`src/verilog/tsd_pkg.sv`:
```
// Notes on behaviour
// RULE1 - Channel 1 mode bit set runs carrier 1 as AM, clear as FM.
// RULE2 - Ident timing 00 slow, 01 medium, 10 fast, 11 off and held reset.
// RULE3 - Channel 2 mode 00 FM, 01 AM, 10 NICAM.
// RULE4 - Bandwidth 00 N/N, 01 extra-wide/N with FM on channel 1 only, 10 M/M, 11 W/W.
// RULE5 - Identification off puts its hardware into a defined reset state.
// RULE6 - De-emphasis low nibble drives carrier 1, high nibble carrier 2.
// RULE7 - De-emphasis code 000 50us, 001 60us, 010 75us, 011 J17, 100 off.
// RULE8 - Adaptive bit enables adaptive de-emphasis for its carrier; software sets 75us.
// RULE9 - FM and NICAM de-emphasis have unity gain at the low reference frequency.
// RULE10 - Auto dematrix follows ident result, ignores manual code, region picks stereo matrix.
// RULE11 - Auto dematrix with channel 2 in NICAM gives CH1 on both outputs.
// RULE12 - Manual dematrix codes 000 to 110 select the documented left/right pairs.
// RULE13 - Auto: mono CH1/CH1, Europe 2CH1-CH2/CH2, Korea sum/diff, dual CH1/CH2.
// RULE14 - Trim bit 4 clear gives +nibble dB, set gives nibble minus 15; 1111 undefined.
// RULE15 - Channel 1 trim gain also applies to the mono feed.
// RULE16 - Channel 2 trim acts in FM/AM; software sets equal trims for stereo.
// RULE17 - Oscillator test only in FM mode; pull bit set picks lower frequency. The code allows the test whenever channel 2 is not NICAM.
// RULE18 - Data output enable drives serial stream and clock, else both high impedance.
// RULE19 - Fallback source bit picks mono input when auto-mute on and DAC selected.
// RULE20 - Digital output fallback always between NICAM and the first carrier.
// RULE21 - NICAM de-emphasis bit set disables J17 on the NICAM path.
// RULE22 - Auto-mute disable clear with NICAM switches source by bit error rate.
// RULE23 - Reselect NICAM when error count is below the lower limit, reset 0x14.
// RULE24 - Switch to fallback when error count exceeds the upper limit, reset 0x50.
package tsd_pkg;
  // ----------------------------------------
  // Register subaddresses
  // ----------------------------------------
  localparam logic [7:0] TSD_ADDR_DEMOD  = 8'h09;
  localparam logic [7:0] TSD_ADDR_DEEMPH = 8'h0A;
  localparam logic [7:0] TSD_ADDR_MATRIX = 8'h0B;
  localparam logic [7:0] TSD_ADDR_TRIM1  = 8'h0C;
  localparam logic [7:0] TSD_ADDR_TRIM2  = 8'h0D;
  localparam logic [7:0] TSD_ADDR_DIGCFG = 8'h0E;
  localparam logic [7:0] TSD_ADDR_LOWER  = 8'h10;
  localparam logic [7:0] TSD_ADDR_UPPER  = 8'h11;
  // ----------------------------------------
  // Reset values
  // ----------------------------------------
  localparam logic [7:0] TSD_RST_ZERO  = 8'h00;
  localparam logic [7:0] TSD_RST_LOWER = 8'h14;
  localparam logic [7:0] TSD_RST_UPPER = 8'h50;
  // ----------------------------------------
  // Field positions
  // ----------------------------------------
  localparam int TSD_DM_CH1AM     = 0;
  localparam int TSD_DM_BW_LO     = 1;
  localparam int TSD_DM_CH2_LSB   = 2;
  localparam int TSD_DM_BW_HI     = 4;
  localparam int TSD_DM_REGION    = 5;
  localparam int TSD_DM_IDENT_LSB = 6;
  localparam int TSD_DE_CODE1_LSB = 0;
  localparam int TSD_DE_ADAPT1    = 3;
  localparam int TSD_DE_CODE2_LSB = 4;
  localparam int TSD_DE_ADAPT2    = 7;
  localparam int TSD_MX_CODE_LSB  = 0;
  localparam int TSD_MX_AUTO      = 7;
  localparam int TSD_TR_NEG       = 4;
  localparam int TSD_DC_FBDIS     = 0;
  localparam int TSD_DC_EMPH_OFF  = 1;
  localparam int TSD_DC_FBSRC     = 2;
  localparam int TSD_DC_OUTEN     = 4;
  localparam int TSD_DC_OSCTEST   = 6;
  localparam int TSD_DC_OSCPULL   = 7;
  // ----------------------------------------
  // Codes
  // ----------------------------------------
  localparam logic [1:0] TSD_IDENT_OFF   = 2'h3;
  localparam logic [1:0] TSD_CH2_FM      = 2'h0;
  localparam logic [1:0] TSD_CH2_AM      = 2'h1;
  localparam logic [1:0] TSD_CH2_NICAM   = 2'h2;
  localparam logic [1:0] TSD_BW_XN       = 2'h1;
  localparam logic [1:0] TSD_ID_STEREO   = 2'h1;
  localparam logic [1:0] TSD_ID_DUAL     = 2'h2;
  localparam logic [3:0] TSD_TRIM_UNDEF  = 4'hF;
  localparam logic [4:0] TSD_TRIM_OFFSET = 5'h0F;
  localparam logic [2:0] TSD_MX_MONO1    = 3'h0;
  localparam logic [2:0] TSD_MX_DUAL     = 3'h2;
  localparam logic [2:0] TSD_MX_EUROPE   = 3'h4;
  localparam logic [2:0] TSD_MX_KOREA    = 3'h6;

  typedef enum logic [2:0] {
    TSD_SRC_CH1       = 3'h0,
    TSD_SRC_CH2       = 3'h1,
    TSD_SRC_EUR_LEFT  = 3'h2,
    TSD_SRC_SUM       = 3'h3,
    TSD_SRC_DIFF      = 3'h4,
    TSD_SRC_SUM_HALF  = 3'h5,
    TSD_SRC_DIFF_HALF = 3'h6
  } tsd_src_t;

  typedef enum logic [1:0] {
    TSD_BW_NARROW = 2'h0,
    TSD_BW_MEDIUM = 2'h1,
    TSD_BW_WIDE   = 2'h2,
    TSD_BW_EXTRA  = 2'h3
  } tsd_bw_t;

  typedef enum logic [1:0] {
    TSD_OUT_NICAM = 2'h0,
    TSD_OUT_FIRST = 2'h1,
    TSD_OUT_MONO  = 2'h2
  } tsd_out_t;
endpackage

```
`src/verilog/tsd_fallback.sv`:
```
module tsd_fallback (
  input  wire logic             clk,
  input  wire logic             rst,
  input  wire logic             ce,
  input  wire logic             active,
  input  wire logic             mono_pick,
  input  wire logic             err_valid,
  input  wire logic [7:0]       err_count,
  input  wire logic [7:0]       lower,
  input  wire logic [7:0]       upper,
  output tsd_pkg::tsd_out_t     analog_src,
  output tsd_pkg::tsd_out_t     digital_src
);
  import tsd_pkg::*;

  typedef enum logic {
    TSD_USE_NICAM    = 1'b0,
    TSD_USE_FALLBACK = 1'b1
  } tsd_fb_state_t;

  typedef struct packed {
    tsd_fb_state_t mode;
    tsd_out_t      analog_src;
    tsd_out_t      digital_src;
  } tsd_fb_t;

  tsd_fb_t st;
  tsd_fb_t next_st;

  always_comb begin
    next_st = st;
    if (ce) begin
      if (!active) begin
        next_st.mode = TSD_USE_NICAM;  // RULE22
      end else if (err_valid) begin
        // Gap between limits is hysteresis against source chatter
        unique case (st.mode)
          TSD_USE_NICAM: begin
            if (err_count > upper) begin
              next_st.mode = TSD_USE_FALLBACK;  // RULE24
            end
          end
          TSD_USE_FALLBACK: begin
            if (err_count < lower) begin
              next_st.mode = TSD_USE_NICAM;  // RULE23
            end
          end
        endcase
      end
      if (next_st.mode == TSD_USE_FALLBACK) begin
        next_st.analog_src  = mono_pick ? TSD_OUT_MONO : TSD_OUT_FIRST;  // RULE19
        next_st.digital_src = TSD_OUT_FIRST;  // RULE20
      end else begin
        next_st.analog_src  = TSD_OUT_NICAM;
        next_st.digital_src = TSD_OUT_NICAM;
      end
    end
  end

  always_ff @(posedge clk) begin
    if (rst) begin
      st <= '{TSD_USE_NICAM, TSD_OUT_NICAM, TSD_OUT_NICAM};
    end else begin
      st <= next_st;
    end
  end

  assign analog_src  = st.analog_src;
  assign digital_src = st.digital_src;

  chk_fallback_on_errors: assert property (@(posedge clk) disable iff (rst)  // RULE24
    ce && active && err_valid && err_count > upper |=> digital_src == TSD_OUT_FIRST)
    else $error("fallback not taken above upper limit");

  chk_nicam_reselect: assert property (@(posedge clk) disable iff (rst)  // RULE23
    ce && active && err_valid && err_count < lower |=> digital_src == TSD_OUT_NICAM)
    else $error("NICAM not reselected below lower limit");

  chk_disabled_stays: assert property (@(posedge clk) disable iff (rst)  // RULE22
    ce && !active |=> analog_src == TSD_OUT_NICAM && digital_src == TSD_OUT_NICAM)
    else $error("switching while auto-mute inactive");

  chk_digital_no_mono: assert property (@(posedge clk) disable iff (rst)  // RULE20
    digital_src != TSD_OUT_MONO)
    else $error("digital path fell back to mono input");
endmodule

```
`src/verilog/tsd_config.sv`:
```
module tsd_config (
  input  wire logic              MCLK,
  input  wire logic              RST,
  input  wire logic              CE,
  input  wire logic              WR_EN,
  input  wire logic [7:0]        WR_ADDR,
  input  wire logic [7:0]        WR_DATA,
  input  wire logic [1:0]        IDENT_RESULT,
  input  wire logic              DAC_SELECTED,
  input  wire logic              ERR_VALID,
  input  wire logic [7:0]        ERR_COUNT,
  input  wire logic              NICAM_BIT,
  input  wire logic              NICAM_BITCLK,
  output logic                   FIRST_CARRIER_AM_SELECT,
  output logic [1:0]             SECOND_CARRIER_MODE,
  output logic [1:0]             IDENT_TIMING,
  output logic                   IDENT_RESET,
  output logic                   IDENT_REGION_SELECT,
  output tsd_pkg::tsd_bw_t       CH1_BANDWIDTH,
  output tsd_pkg::tsd_bw_t       CH2_BANDWIDTH,
  output logic                   CH2_FM_ALLOWED,
  output logic [2:0]             FIRST_EMPHASIS_CODE,
  output logic [2:0]             SECOND_EMPHASIS_CODE,
  output logic                   ADAPTIVE_EMPHASIS_FIRST,
  output logic                   ADAPTIVE_EMPHASIS_SECOND,
  output logic                   AUTO_DEMATRIX_ENABLE,
  output tsd_pkg::tsd_src_t      MATRIX_LEFT,
  output tsd_pkg::tsd_src_t      MATRIX_RIGHT,
  output logic signed [4:0]      TRIM1_GAIN_DB,
  output logic                   TRIM1_UNDEFINED,
  output logic signed [4:0]      TRIM2_GAIN_DB,
  output logic                   TRIM2_UNDEFINED,
  output logic signed [4:0]      MONO_GAIN_DB,
  output logic                   OSCILLATOR_TEST_ENABLE,
  output logic                   OSCILLATOR_PULL_LOW,
  output logic                   DIGITAL_EMPHASIS_ON,
  output logic                   SDATA_OUT,
  output logic                   SDATA_OE_N,
  output logic                   SCLK_OUT,
  output logic                   SCLK_OE_N,
  output tsd_pkg::tsd_out_t      ANALOG_SOURCE,
  output tsd_pkg::tsd_out_t      DIGITAL_SOURCE
);
  import tsd_pkg::*;

  // ----------------------------------------
  // State
  // ----------------------------------------
  typedef struct packed {
    logic [7:0]        demod;
    logic [7:0]        deemph;
    logic [7:0]        matrix;
    logic [7:0]        trim1;
    logic [7:0]        trim2;
    logic [7:0]        digcfg;
    logic [7:0]        lower;
    logic [7:0]        upper;
    logic              ident_reset;
    tsd_bw_t           bw1;
    tsd_bw_t           bw2;
    logic              ch2_fm;
    tsd_src_t          left;
    tsd_src_t          right;
    logic signed [4:0] gain1;
    logic              undef1;
    logic signed [4:0] gain2;
    logic              undef2;
    logic              osc_test;
    logic              osc_pull;
    logic              sdata;
    logic              sclk;
    logic              emph_on;
    logic              serial_oe_n;
  } tsd_cfg_t;

  tsd_cfg_t st;
  tsd_cfg_t next_st;

  // ----------------------------------------
  // Helpers
  // ----------------------------------------
  function automatic logic signed [4:0] trim_gain(input logic [7:0] t);
    logic [4:0] mag;
    mag = {1'b0, t[3:0]};
    if (t[TSD_TR_NEG]) begin
      trim_gain = signed'(mag - TSD_TRIM_OFFSET);  // RULE14
    end else begin
      trim_gain = signed'(mag);  // RULE14
    end
  endfunction

  function automatic logic trim_undef(input logic [7:0] t);
    trim_undef = t[TSD_TR_NEG] && (t[3:0] == TSD_TRIM_UNDEF);  // RULE14
  endfunction

  // Returns {left, right}; code 111 has no meaning and falls back to mono
  function automatic logic [5:0] matrix_map(input logic [2:0] code);
    unique case (code)  // RULE12
      3'h0:    matrix_map = {TSD_SRC_CH1, TSD_SRC_CH1};
      3'h1:    matrix_map = {TSD_SRC_CH2, TSD_SRC_CH2};
      3'h2:    matrix_map = {TSD_SRC_CH1, TSD_SRC_CH2};
      3'h3:    matrix_map = {TSD_SRC_CH2, TSD_SRC_CH1};
      3'h4:    matrix_map = {TSD_SRC_EUR_LEFT, TSD_SRC_CH2};
      3'h5:    matrix_map = {TSD_SRC_SUM_HALF, TSD_SRC_DIFF_HALF};
      3'h6:    matrix_map = {TSD_SRC_SUM, TSD_SRC_DIFF};
      default: matrix_map = {TSD_SRC_CH1, TSD_SRC_CH1};
    endcase
  endfunction

  // ----------------------------------------
  // Next state
  // ----------------------------------------
  logic [2:0] mx_code;
  logic [5:0] mx_pair;
  logic [1:0] ch2_mode;
  logic [1:0] bw_code;

  always_comb begin
    next_st  = st;
    mx_code  = TSD_MX_MONO1;
    mx_pair  = '0;
    ch2_mode = st.demod[TSD_DM_CH2_LSB +: 2];
    bw_code  = {st.demod[TSD_DM_BW_HI], st.demod[TSD_DM_BW_LO]};
    if (CE) begin
      // Unlisted subaddresses belong to other blocks and are ignored here
      if (WR_EN) begin
        unique case (WR_ADDR)
          TSD_ADDR_DEMOD:  next_st.demod  = WR_DATA;
          TSD_ADDR_DEEMPH: next_st.deemph = WR_DATA;
          TSD_ADDR_MATRIX: next_st.matrix = WR_DATA;
          TSD_ADDR_TRIM1:  next_st.trim1  = WR_DATA;
          TSD_ADDR_TRIM2:  next_st.trim2  = WR_DATA;
          TSD_ADDR_DIGCFG: next_st.digcfg = WR_DATA;
          TSD_ADDR_LOWER:  next_st.lower  = WR_DATA;
          TSD_ADDR_UPPER:  next_st.upper  = WR_DATA;
          default: ;
        endcase
      end
      ch2_mode = next_st.demod[TSD_DM_CH2_LSB +: 2];
      bw_code  = {next_st.demod[TSD_DM_BW_HI], next_st.demod[TSD_DM_BW_LO]};

      // Timing code 11 holds the ident integrators in reset
      next_st.ident_reset = next_st.demod[TSD_DM_IDENT_LSB +: 2] == TSD_IDENT_OFF;  // RULE2 RULE5

      unique case (bw_code)  // RULE4
        2'h0: begin
          next_st.bw1 = TSD_BW_NARROW;
          next_st.bw2 = TSD_BW_NARROW;
        end
        2'h1: begin
          next_st.bw1 = TSD_BW_EXTRA;
          next_st.bw2 = TSD_BW_NARROW;
        end
        2'h2: begin
          next_st.bw1 = TSD_BW_MEDIUM;
          next_st.bw2 = TSD_BW_MEDIUM;
        end
        2'h3: begin
          next_st.bw1 = TSD_BW_WIDE;
          next_st.bw2 = TSD_BW_WIDE;
        end
      endcase
      // Extra-wide mode bars FM on channel 2
      next_st.ch2_fm = bw_code != TSD_BW_XN;  // RULE4

      if (next_st.matrix[TSD_MX_AUTO]) begin
        if (ch2_mode == TSD_CH2_NICAM) begin
          mx_code = TSD_MX_MONO1;  // RULE11
        end else if (IDENT_RESULT == TSD_ID_STEREO) begin
          mx_code = next_st.demod[TSD_DM_REGION] ? TSD_MX_KOREA : TSD_MX_EUROPE;  // RULE10 RULE13
        end else if (IDENT_RESULT == TSD_ID_DUAL) begin
          mx_code = TSD_MX_DUAL;  // RULE13
        end else begin
          mx_code = TSD_MX_MONO1;  // RULE13
        end
      end else begin
        mx_code = next_st.matrix[TSD_MX_CODE_LSB +: 3];  // RULE12
      end
      mx_pair       = matrix_map(mx_code);
      next_st.left  = tsd_src_t'(mx_pair[5:3]);
      next_st.right = tsd_src_t'(mx_pair[2:0]);

      next_st.gain1  = trim_gain(next_st.trim1);
      next_st.undef1 = trim_undef(next_st.trim1);
      next_st.gain2  = trim_gain(next_st.trim2);
      next_st.undef2 = trim_undef(next_st.trim2);

      // The oscillator only has a test mode while channel 2 is not NICAM
      next_st.osc_test = next_st.digcfg[TSD_DC_OSCTEST] && ch2_mode != TSD_CH2_NICAM;  // RULE17
      next_st.osc_pull = next_st.osc_test && next_st.digcfg[TSD_DC_OSCPULL];  // RULE17

      next_st.sdata = next_st.digcfg[TSD_DC_OUTEN] && NICAM_BIT;  // RULE18
      next_st.sclk  = next_st.digcfg[TSD_DC_OUTEN] && NICAM_BITCLK;  // RULE18
      // Inverted levels are registered too, so no pin hangs behind a gate
      next_st.emph_on     = !next_st.digcfg[TSD_DC_EMPH_OFF];  // RULE21
      next_st.serial_oe_n = !next_st.digcfg[TSD_DC_OUTEN];  // RULE18
    end
  end

  always_ff @(posedge MCLK) begin
    if (RST) begin
      st       <= '0;
      st.lower <= TSD_RST_LOWER;  // RULE23
      st.upper <= TSD_RST_UPPER;  // RULE24
      st.emph_on     <= 1'b1;
      st.serial_oe_n <= 1'b1;
    end else begin
      st <= next_st;
    end
  end

  // ----------------------------------------
  // Auto-mute source selection
  // ----------------------------------------
  tsd_fallback u_fallback (
    .clk         (MCLK),
    .rst         (RST),
    .ce          (CE),
    .active      (st.demod[TSD_DM_CH2_LSB +: 2] == TSD_CH2_NICAM && !st.digcfg[TSD_DC_FBDIS]),  // RULE22
    .mono_pick   (st.digcfg[TSD_DC_FBSRC] && DAC_SELECTED),  // RULE19
    .err_valid   (ERR_VALID),
    .err_count   (ERR_COUNT),
    .lower       (st.lower),
    .upper       (st.upper),
    .analog_src  (ANALOG_SOURCE),
    .digital_src (DIGITAL_SOURCE)
  );

  // ----------------------------------------
  // Outputs
  // ----------------------------------------
  assign FIRST_CARRIER_AM_SELECT  = st.demod[TSD_DM_CH1AM];  // RULE1
  assign SECOND_CARRIER_MODE      = st.demod[TSD_DM_CH2_LSB +: 2];  // RULE3
  assign IDENT_TIMING             = st.demod[TSD_DM_IDENT_LSB +: 2];  // RULE2
  assign IDENT_RESET              = st.ident_reset;
  assign IDENT_REGION_SELECT      = st.demod[TSD_DM_REGION];
  assign CH1_BANDWIDTH            = st.bw1;
  assign CH2_BANDWIDTH            = st.bw2;
  assign CH2_FM_ALLOWED           = st.ch2_fm;
  // Every de-emphasis response is normalised to 0 dB at the low reference point
  assign FIRST_EMPHASIS_CODE      = st.deemph[TSD_DE_CODE1_LSB +: 3];  // RULE6 RULE7 RULE9
  assign SECOND_EMPHASIS_CODE     = st.deemph[TSD_DE_CODE2_LSB +: 3];  // RULE6 RULE7 RULE9
  assign ADAPTIVE_EMPHASIS_FIRST  = st.deemph[TSD_DE_ADAPT1];  // RULE8
  assign ADAPTIVE_EMPHASIS_SECOND = st.deemph[TSD_DE_ADAPT2];  // RULE8
  assign AUTO_DEMATRIX_ENABLE     = st.matrix[TSD_MX_AUTO];  // RULE10
  assign MATRIX_LEFT              = st.left;
  assign MATRIX_RIGHT             = st.right;
  assign TRIM1_GAIN_DB            = st.gain1;
  assign TRIM1_UNDEFINED          = st.undef1;
  assign TRIM2_GAIN_DB            = st.gain2;
  assign TRIM2_UNDEFINED          = st.undef2;
  assign MONO_GAIN_DB             = st.gain1;  // RULE15
  assign OSCILLATOR_TEST_ENABLE   = st.osc_test;
  assign OSCILLATOR_PULL_LOW      = st.osc_pull;
  assign DIGITAL_EMPHASIS_ON      = st.emph_on;  // RULE9 RULE21
  assign SDATA_OUT                = st.sdata;
  assign SCLK_OUT                 = st.sclk;
  assign SDATA_OE_N               = st.serial_oe_n;  // RULE18
  assign SCLK_OE_N                = st.serial_oe_n;  // RULE18

  // ----------------------------------------
  // Checks
  // ----------------------------------------
  chk_ch1_am_mode: assert property (@(posedge MCLK) disable iff (RST)  // RULE1
    CE && WR_EN && WR_ADDR == TSD_ADDR_DEMOD |=> FIRST_CARRIER_AM_SELECT == $past(WR_DATA[0]))
    else $error("channel 1 mode not taken from write");

  chk_ident_off_reset: assert property (@(posedge MCLK) disable iff (RST)  // RULE2
    CE && WR_EN && WR_ADDR == TSD_ADDR_DEMOD |=> IDENT_RESET == ($past(WR_DATA[7:6]) == 2'h3))
    else $error("ident reset does not follow timing code 11");

  chk_ch2_mode_write: assert property (@(posedge MCLK) disable iff (RST)  // RULE3
    CE && WR_EN && WR_ADDR == TSD_ADDR_DEMOD |=> SECOND_CARRIER_MODE == $past(WR_DATA[3:2]))
    else $error("channel 2 mode not taken from write");

  chk_extra_wide: assert property (@(posedge MCLK) disable iff (RST)  // RULE4
    CE && WR_EN && WR_ADDR == TSD_ADDR_DEMOD && WR_DATA[4] == 1'b0 && WR_DATA[1] == 1'b1
    |=> CH1_BANDWIDTH == TSD_BW_EXTRA && CH2_BANDWIDTH == TSD_BW_NARROW && !CH2_FM_ALLOWED)
    else $error("extra wide bandwidth mode wrong");

  chk_deemph_nibbles: assert property (@(posedge MCLK) disable iff (RST)  // RULE6
    CE && WR_EN && WR_ADDR == TSD_ADDR_DEEMPH
    |=> FIRST_EMPHASIS_CODE == $past(WR_DATA[2:0]) && SECOND_EMPHASIS_CODE == $past(WR_DATA[6:4])
        && ADAPTIVE_EMPHASIS_SECOND == $past(WR_DATA[7]))
    else $error("de-emphasis nibbles misrouted");

  chk_auto_nicam_mono: assert property (@(posedge MCLK) disable iff (RST)  // RULE11
    AUTO_DEMATRIX_ENABLE && SECOND_CARRIER_MODE == TSD_CH2_NICAM && $stable(SECOND_CARRIER_MODE)
    |-> MATRIX_LEFT == TSD_SRC_CH1 && MATRIX_RIGHT == TSD_SRC_CH1)
    else $error("auto dematrix not mono under NICAM");

  chk_manual_europe: assert property (@(posedge MCLK) disable iff (RST)  // RULE12
    CE && WR_EN && WR_ADDR == TSD_ADDR_MATRIX && WR_DATA == 8'h04
    |=> MATRIX_LEFT == TSD_SRC_EUR_LEFT && MATRIX_RIGHT == TSD_SRC_CH2)
    else $error("manual Europe stereo matrix wrong");

  chk_trim_minus_one: assert property (@(posedge MCLK) disable iff (RST)  // RULE14
    CE && WR_EN && WR_ADDR == TSD_ADDR_TRIM1 && WR_DATA == 8'h1E
    |=> TRIM1_GAIN_DB == -5'sd1 && !TRIM1_UNDEFINED)
    else $error("trim code 1E is not -1 dB");

  chk_mono_gain_tied: assert property (@(posedge MCLK) disable iff (RST)  // RULE15
    CE && WR_EN && WR_ADDR == TSD_ADDR_TRIM1
    |=> MONO_GAIN_DB == {1'b0, $past(WR_DATA[3:0])} - ($past(WR_DATA[4]) ? 5'd15 : 5'd0))
    else $error("mono feed gain differs from channel 1 trim");

  chk_serial_hiz: assert property (@(posedge MCLK) disable iff (RST)  // RULE18
    SDATA_OE_N |-> SCLK_OE_N && !SDATA_OUT && !SCLK_OUT)
    else $error("serial outputs active while disabled");

  chk_nicam_deemph: assert property (@(posedge MCLK) disable iff (RST)  // RULE21
    CE && WR_EN && WR_ADDR == TSD_ADDR_DIGCFG |=> DIGITAL_EMPHASIS_ON == !$past(WR_DATA[1]))
    else $error("NICAM de-emphasis sense inverted");
endmodule

```
`config.mk`:
```
export PLATFORM = sky130hd
export DESIGN_NAME = tsd_config
export DESIGN_NICKNAME = d
export VERILOG_FILES = /design/src/verilog/tsd_pkg.sv /design/src/verilog/tsd_fallback.sv /design/src/verilog/tsd_config.sv
export SDC_FILE = /design/constraint.sdc
export NUM_CORES = 1
export LEC_CHECK = 0
export ABC_CLOCK_PERIOD_IN_PS = 3000
export BUFFER_PORTS_ARGS = -buffer_cell sky130_fd_sc_hd__buf_2
export CAP_MARGIN = 20
export CELL_PAD_IN_SITES_DETAIL_PLACEMENT = 0
export CELL_PAD_IN_SITES_GLOBAL_PLACEMENT = 1
export CORE_AREA = 2 2 135 137
export CTS_BUF_LIST = sky130_fd_sc_hd__clkbuf_4
export CTS_CLUSTER_SIZE = 30
export DETAILED_ROUTE_END_ITERATION = 10
export DIE_AREA = 0 0 137 139
export HOLD_SLACK_MARGIN = 0.03
export PLACE_DENSITY = 0.53
export SLEW_MARGIN = 25
export SYNTH_ARGS = -nofsm -noshare
export SYNTH_HDL_FRONTEND = slang
export SYNTH_SLANG_ARGS = --single-unit
```
`constraint.sdc`:
```
create_clock -name MCLK -period 3 [get_ports MCLK]
set_input_delay 0.3 -clock MCLK [delete_from_list [all_inputs] [get_ports MCLK]]
set_output_delay 0.3 -clock MCLK [all_outputs]
set_load 0.01 [all_outputs]
```
## Yosys cells after proc, flatten, opt, wreduce, memory -nomap -nowiden

Index checks and enable logic that the tools add are counted.

| operators by class | value |
|---|---|
| add/sub/neg operators | 2 |
| $mul | 0 |
| divide/modulo/power cells | 0 |
| $lt $le $gt $ge | 2 |
| equal/unequal tests | 32 |
| shift-type cells | 0 |
| multiplexer cells | 28 |
| bitwise gates (word level) | 1 |
| reductions and logical operators | 17 |

Operator list:

| kind | number |
|---|---|
| 2-to-1 mux 64 bit | 2 |
| 2-to-1 mux 8 bit | 8 |
| equality test 8 x 4 -> 1 bit, second input constant | 6 |
| one-hot mux 6 bit (6 select lines) | 1 |
| equality test 8 x 5 -> 1 bit, second input constant | 2 |
| one-hot mux 4 bit (4 select lines) | 1 |
| AND reduction 3 bit | 5 |
| inequality test 2 x 1 -> 1 bit, second input constant | 7 |
| equality test 2 bit, second input constant | 6 |
| 2-to-1 mux 3 bit | 4 |
| 2-to-1 mux 5 bit | 2 |
| subtractor 4 x 4 -> 5 bit, second input constant | 2 |
| equality test 3 bit, second input constant | 3 |
| equality test 4 bit, second input constant | 2 |
| greater-than comparator 8 bit | 1 |
| logical AND 1 bit | 8 |
| < comparator 8 bit | 1 |
| equality test 3 x 2 -> 1 bit, second input constant | 2 |
| 2-to-1 mux 2 bit | 3 |
| 2-to-1 mux 1 bit | 5 |
| equality test 2 x 1 -> 1 bit, second input constant | 2 |
| 2-to-1 mux 4 bit | 1 |
| equality test 3 x 1 -> 1 bit, second input constant | 1 |
| zero test 1 bit | 3 |
| other kinds (4) | 4 |

| word-level totals | value |
|---|---|
| register bits | 87 |
| latch bits | 0 |
| memory bits (writable) | 0 |
| ROM bits | 0 |
| output and inout port bits | 55 |
| logic and storage cells | 111 |
| memories kept | 0 |

## Longest topological paths before layout

| depth | value |
|---|---|
| depth after elaboration | 11 |
| gate-level depth with buffers | 13 |

## Modules after synthesis

A second synthesis with hierarchy kept.

| unflattened totals | value |
|---|---|
| cells, all modules | 568 |
| area, all modules | 4729.5 um^2 |

Modules (own cells, without submodules):

| module | instances | cells each | area an instance (um^2) | seq. area each (um^2) |
|---|---|---|---|---|
| tsd_config | 1 | 503 | 4195.3 | 1601.5 |
| tsd_fallback | 1 | 65 | 534.3 | 60.1 |

## Worst setup path before layout

OpenSTA, ideal clock, no wires.

| path | value |
|---|---|
| kind | in2reg |
| start point | in WR_ADDR[5] |
| end point | reg st, in the netlist TRIM2_GAIN_DB[2] |
| setup time | 0.065 ns |
| arrival | 2.495 ns |
| required time | 2.935 ns |
| slack | 0.440 ns |
| stages | 13 |
| path buffers | 1 |
| cell sequence | or3_4 > or3_4 > nor3_4 > buf_6 > mux2i_1 > inv_1 > ha_1 > nand2_1 > xnor2_1 > nor2_1 > a211oi_1 > a21oi_1 > nor2_1 |

| between the ends | value |
|---|---|
| longest elaborated chain between the ends | 6 |

Ends and longest elaborated chain:

| element | RTL line | source |
|---|---|---|
| start: declaration | tsd_config.sv:6 | `input wire logic [7:0] WR_ADDR,` |
| equality test 8 x 4 -> 1 bit (*) | tsd_config.sv:127 | `unique case (WR_ADDR)` |
| 2-to-1 mux 8 bit (*) | tsd_config.sv:127 |  |
| 2-to-1 mux 64 bit (*) | tsd_config.sv:126 | `if (WR_EN) begin` |
| 2-to-1 mux 64 bit (*) | tsd_config.sv:124 | `if (CE) begin` |
| subtractor 4 x 4 -> 5 bit | tsd_config.sv:86 | `trim_gain = signed'(mag - TSD_TRIM_OFFSET);` |
| 2-to-1 mux 5 bit (*) | tsd_config.sv:85 | `if (t[TSD_TR_NEG]) begin` |
| end signal: assignment | tsd_config.sv:208 | `st <= next_st;` |
| end: declaration | tsd_config.sv:76 | `tsd_cfg_t st;` |

Every way passes the cells marked *; elsewhere a longest branch is shown, timed or not. The select of a mux whose other input is x is not followed.
A chain may end at the register's enable or synchronous reset.

## Worst setup path after layout

Same ends and word-level chain as after synthesis.

==> impl_metrics.ini <==
[logic_synthesis]
synth_compound_area_share_pct = 13.1
avgSynthCellArea_um2 = 8.23
synth_xor_area_share_pct = 1.76
ys_seq_elements = 83
synthTopCellsByArea = dfxtp_1 37%, mux2i_1 9.8%, nor2_1 6.7%
syn_inst = 545
synth_nets = 599
ys_warn_count = 0
muxShareOfSynthArea_pct = 10.3
ys_seq_area_share_pct = 37.0
yosys.area_share.simple_pct = 21.0
synth_top_area_share_pct = 37.0
syn_area_mm2 = 0.00449
yosysUniqueCellTypes = 52
yosys.area.top_type = dfxtp_1
ys.flop_type = dfxtp_1
synth_top_family_by_area = simple AND/OR/NAND/NOR gates
synth_edf_count = 0
synthAdderAreaFrac_pct = 5.58
synthArstFlopShare_pct = 0

[route]
firstDrtPassIters = 6
viasPerCell = 4.55
drtIter0Drc = 202
post-route-drc-count = 0
drtAntennaViolNets = 0
drt-wirelength-per-cell_um = 15.1
vias = 3743
routed_wl_um = 12400

[critical_path]
critPathKind = in2reg
rr_endpoint = u_fallback.analog_src[0]
r2r.worst_path.cells = 8
critPathLaunchType = input pin
timing.rr.start = st[31]
critPathRequiredTime_ps = 3390
arrival_ps = 2680
r2r_slack_ps = 1120
cp_max_fo = 4
end_kind = flop

[power_and_ir_drop]
p_leak_nw = 2.26
power_density_mw_per_mm2 = 398
power_mw = 2.00
power.ir.vdd_worst_mv = 0.164

[timing]
hold_violations = 0
rsz0062_at_grt = false
fin_crit_ps = 2290
tightest_slew_ps = 856
relSlewSlack_pct = 42.9
slew_violations = 0
setup_tns_ps = 0
min_period_over_period_pct = 76.2
setup_viol = 0
fmax_mhz = 437
fin_ws_ps = 713
skew_ps = 20.4

[clocking]
cts.sinks = 83
clock_path_buffers = 2
htree_levels = 3
cts_tree = built
clk_pin_slew_ps = 120
postCtsHoldBufs = 0
cts.repair.resized = 0
cts_made_buffers = 9
post_cts_buffers = 0
clock_latency_ps = 470
root_buffer = clkbuf_4

[finish]
drive_gt1_share_pct = 20.8
fillCellCount = 1950
synthToLayoutAreaGrowth_pct = 12.0
design_area_mm2 = 0.00502
fin_nets = 641
final_cell_mix = 87 x buf_2, 83 x dfxtp_1, 80 x nor2_1
final_common_cell = buf_2

[grt]
grt_pass1_wl_um = 19500
grt_max_degree = 78
antenna_found_initial = 1
grt_use_total_pct = 13.3
grt_overflow_total = 0
first_global_vias = 3646

[outcome]
status = completed

[floorplanning]
pin_count = 89
die_h_um = 139
initial_utilization_pct = 25.4
core_region_area_mm2 = 0.0177
die-width_um = 137
fp-row-count = 49
die-area_mm2 = 0.0190

[hold_path]
min_to = SCLK_OUT
hold_path.class = in2reg
hold_depth = 3
hp-start = NICAM_BITCLK

[job]
maxCapViolCount = 0

[placement]
place_area_mm2 = 0.00488
gp_congestion = 0.738
dpl.hpwl_um = 8990
port_buffers = 87
pre_cts_slack_ps = 220
-- sequential cells by signal, summed over array words and instances, names as in the netlist, 2 cells and up --
name                   cells
st                        36
MONO_GAIN_DB               5
TRIM2_GAIN_DB              5
FIRST_EMPHASIS_CODE        3
MATRIX_RIGHT               3
SECOND_EMPHASIS_CODE       3
CH1_BANDWIDTH              2
CH2_BANDWIDTH              2
IDENT_TIMING               2
MATRIX_LEFT                2
SECOND_CARRIER_MODE        2
u_fallback.analog_src      2
-- Yosys cell counts, types with 6 or more instances --
cell type / n
a211oi_1: 18
a21oi_1: 39
and2_1: 6
buf_4: 38
clkbuf_1: 22
dfxtp_1: 83
ha_1: 20
inv_1: 25
mux2i_1: 44
nand2_1: 54
nand2b_1: 6
nand3_1: 18
nand4_1: 7
nor2_1: 80
o211ai_1: 7
o21ai_0: 14
xnor2_1: 6
-- how the worst max path moves through the flow --
| stage | slack, ps | endpoint | start | cells past startpoint |
|---|---|---|---|---|
| 6_report | 710 | TRIM2_GAIN_DB[2] | WR_ADDR[5] | 13 |
| 5_1_grt | 570 | TRIM2_GAIN_DB[2] | WR_ADDR[5] | 13 |
| 4_1_cts | 740 | TRIM2_GAIN_DB[2] | WR_ADDR[5] | 13 |
| 3_5_place_dp | 220 | TRIM2_GAIN_DB[2] | WR_ADDR[5] | 13 |
| 3_3_place_gp | 280 | TRIM2_GAIN_DB[2] | WR_ADDR[5] | 13 |
| 2_1_floorplan | 440 | TRIM2_GAIN_DB[2] | WR_ADDR[5] | 13 |
-- area by class of cell --
class	count	area [um^2]	share of cell area [%]
inverter	27	101	2.02
multi-input combinational	369	2320	46.3
clock inverter	7	68.8	1.37
antenna	1	2.50	0.0498
clock buffer	9	67.6	1.34
timing repair buffer	97	510	10.2
sequential	83	1660	33.1
tap	229	287	5.70
-- through the flow --
stage / std cells / utilization [%] / hold slack [ps]
6_report: 822 / 28.5 / 78.1
5_1_grt: 822 / 28.5 / 79.8
4_1_cts: 821 / 28.4 / 38.8
3_5_place_dp: 805 / 27.7 / 447
3_3_place_gp: 805 / 27.7 / 442
2_1_floorplan: 545 / - / 436
-- cell families (layout without fill, tap and decap cells) --
kind of cell	Yosys count	in the layout
xor gates and xnor gates	9	9
buffers and inverters	93	140
and+or+nand+nor	198	198
muxes	46	46
other	1	2
adders and majority gates	20	20
AOI/OAI and AO/OA	95	95
DFF	83	83
-- report_power, final --
part | switching [mW] | internal (mW)
logic | 0.132 | 0.0727
registers | 0.0102 | 1.12
clock network | 0.415 | 0.251
-- critical path, stage by stage --
cell	delay [ps]
buf_2	110
or3_4	410
or3_4	400
nor3_4	210
mux2i_1	320
inv_1	70
ha_1	240
nand2_1	90
xnor2_1	110
nor2_1	50
a211oi_1	210
a21oi_1	60
nor2_1	90
-- routing by layer --
metal	part of all wire, %	track usage, %	vias to the layer above
met5	0	0	-
met4	2.0	5.64	0
met3	3.6	2.52	14
met2	47	21.7	70
met1	48	17.1	1748
li1	-	-	1911
Power figures use the tool's default switching activity.
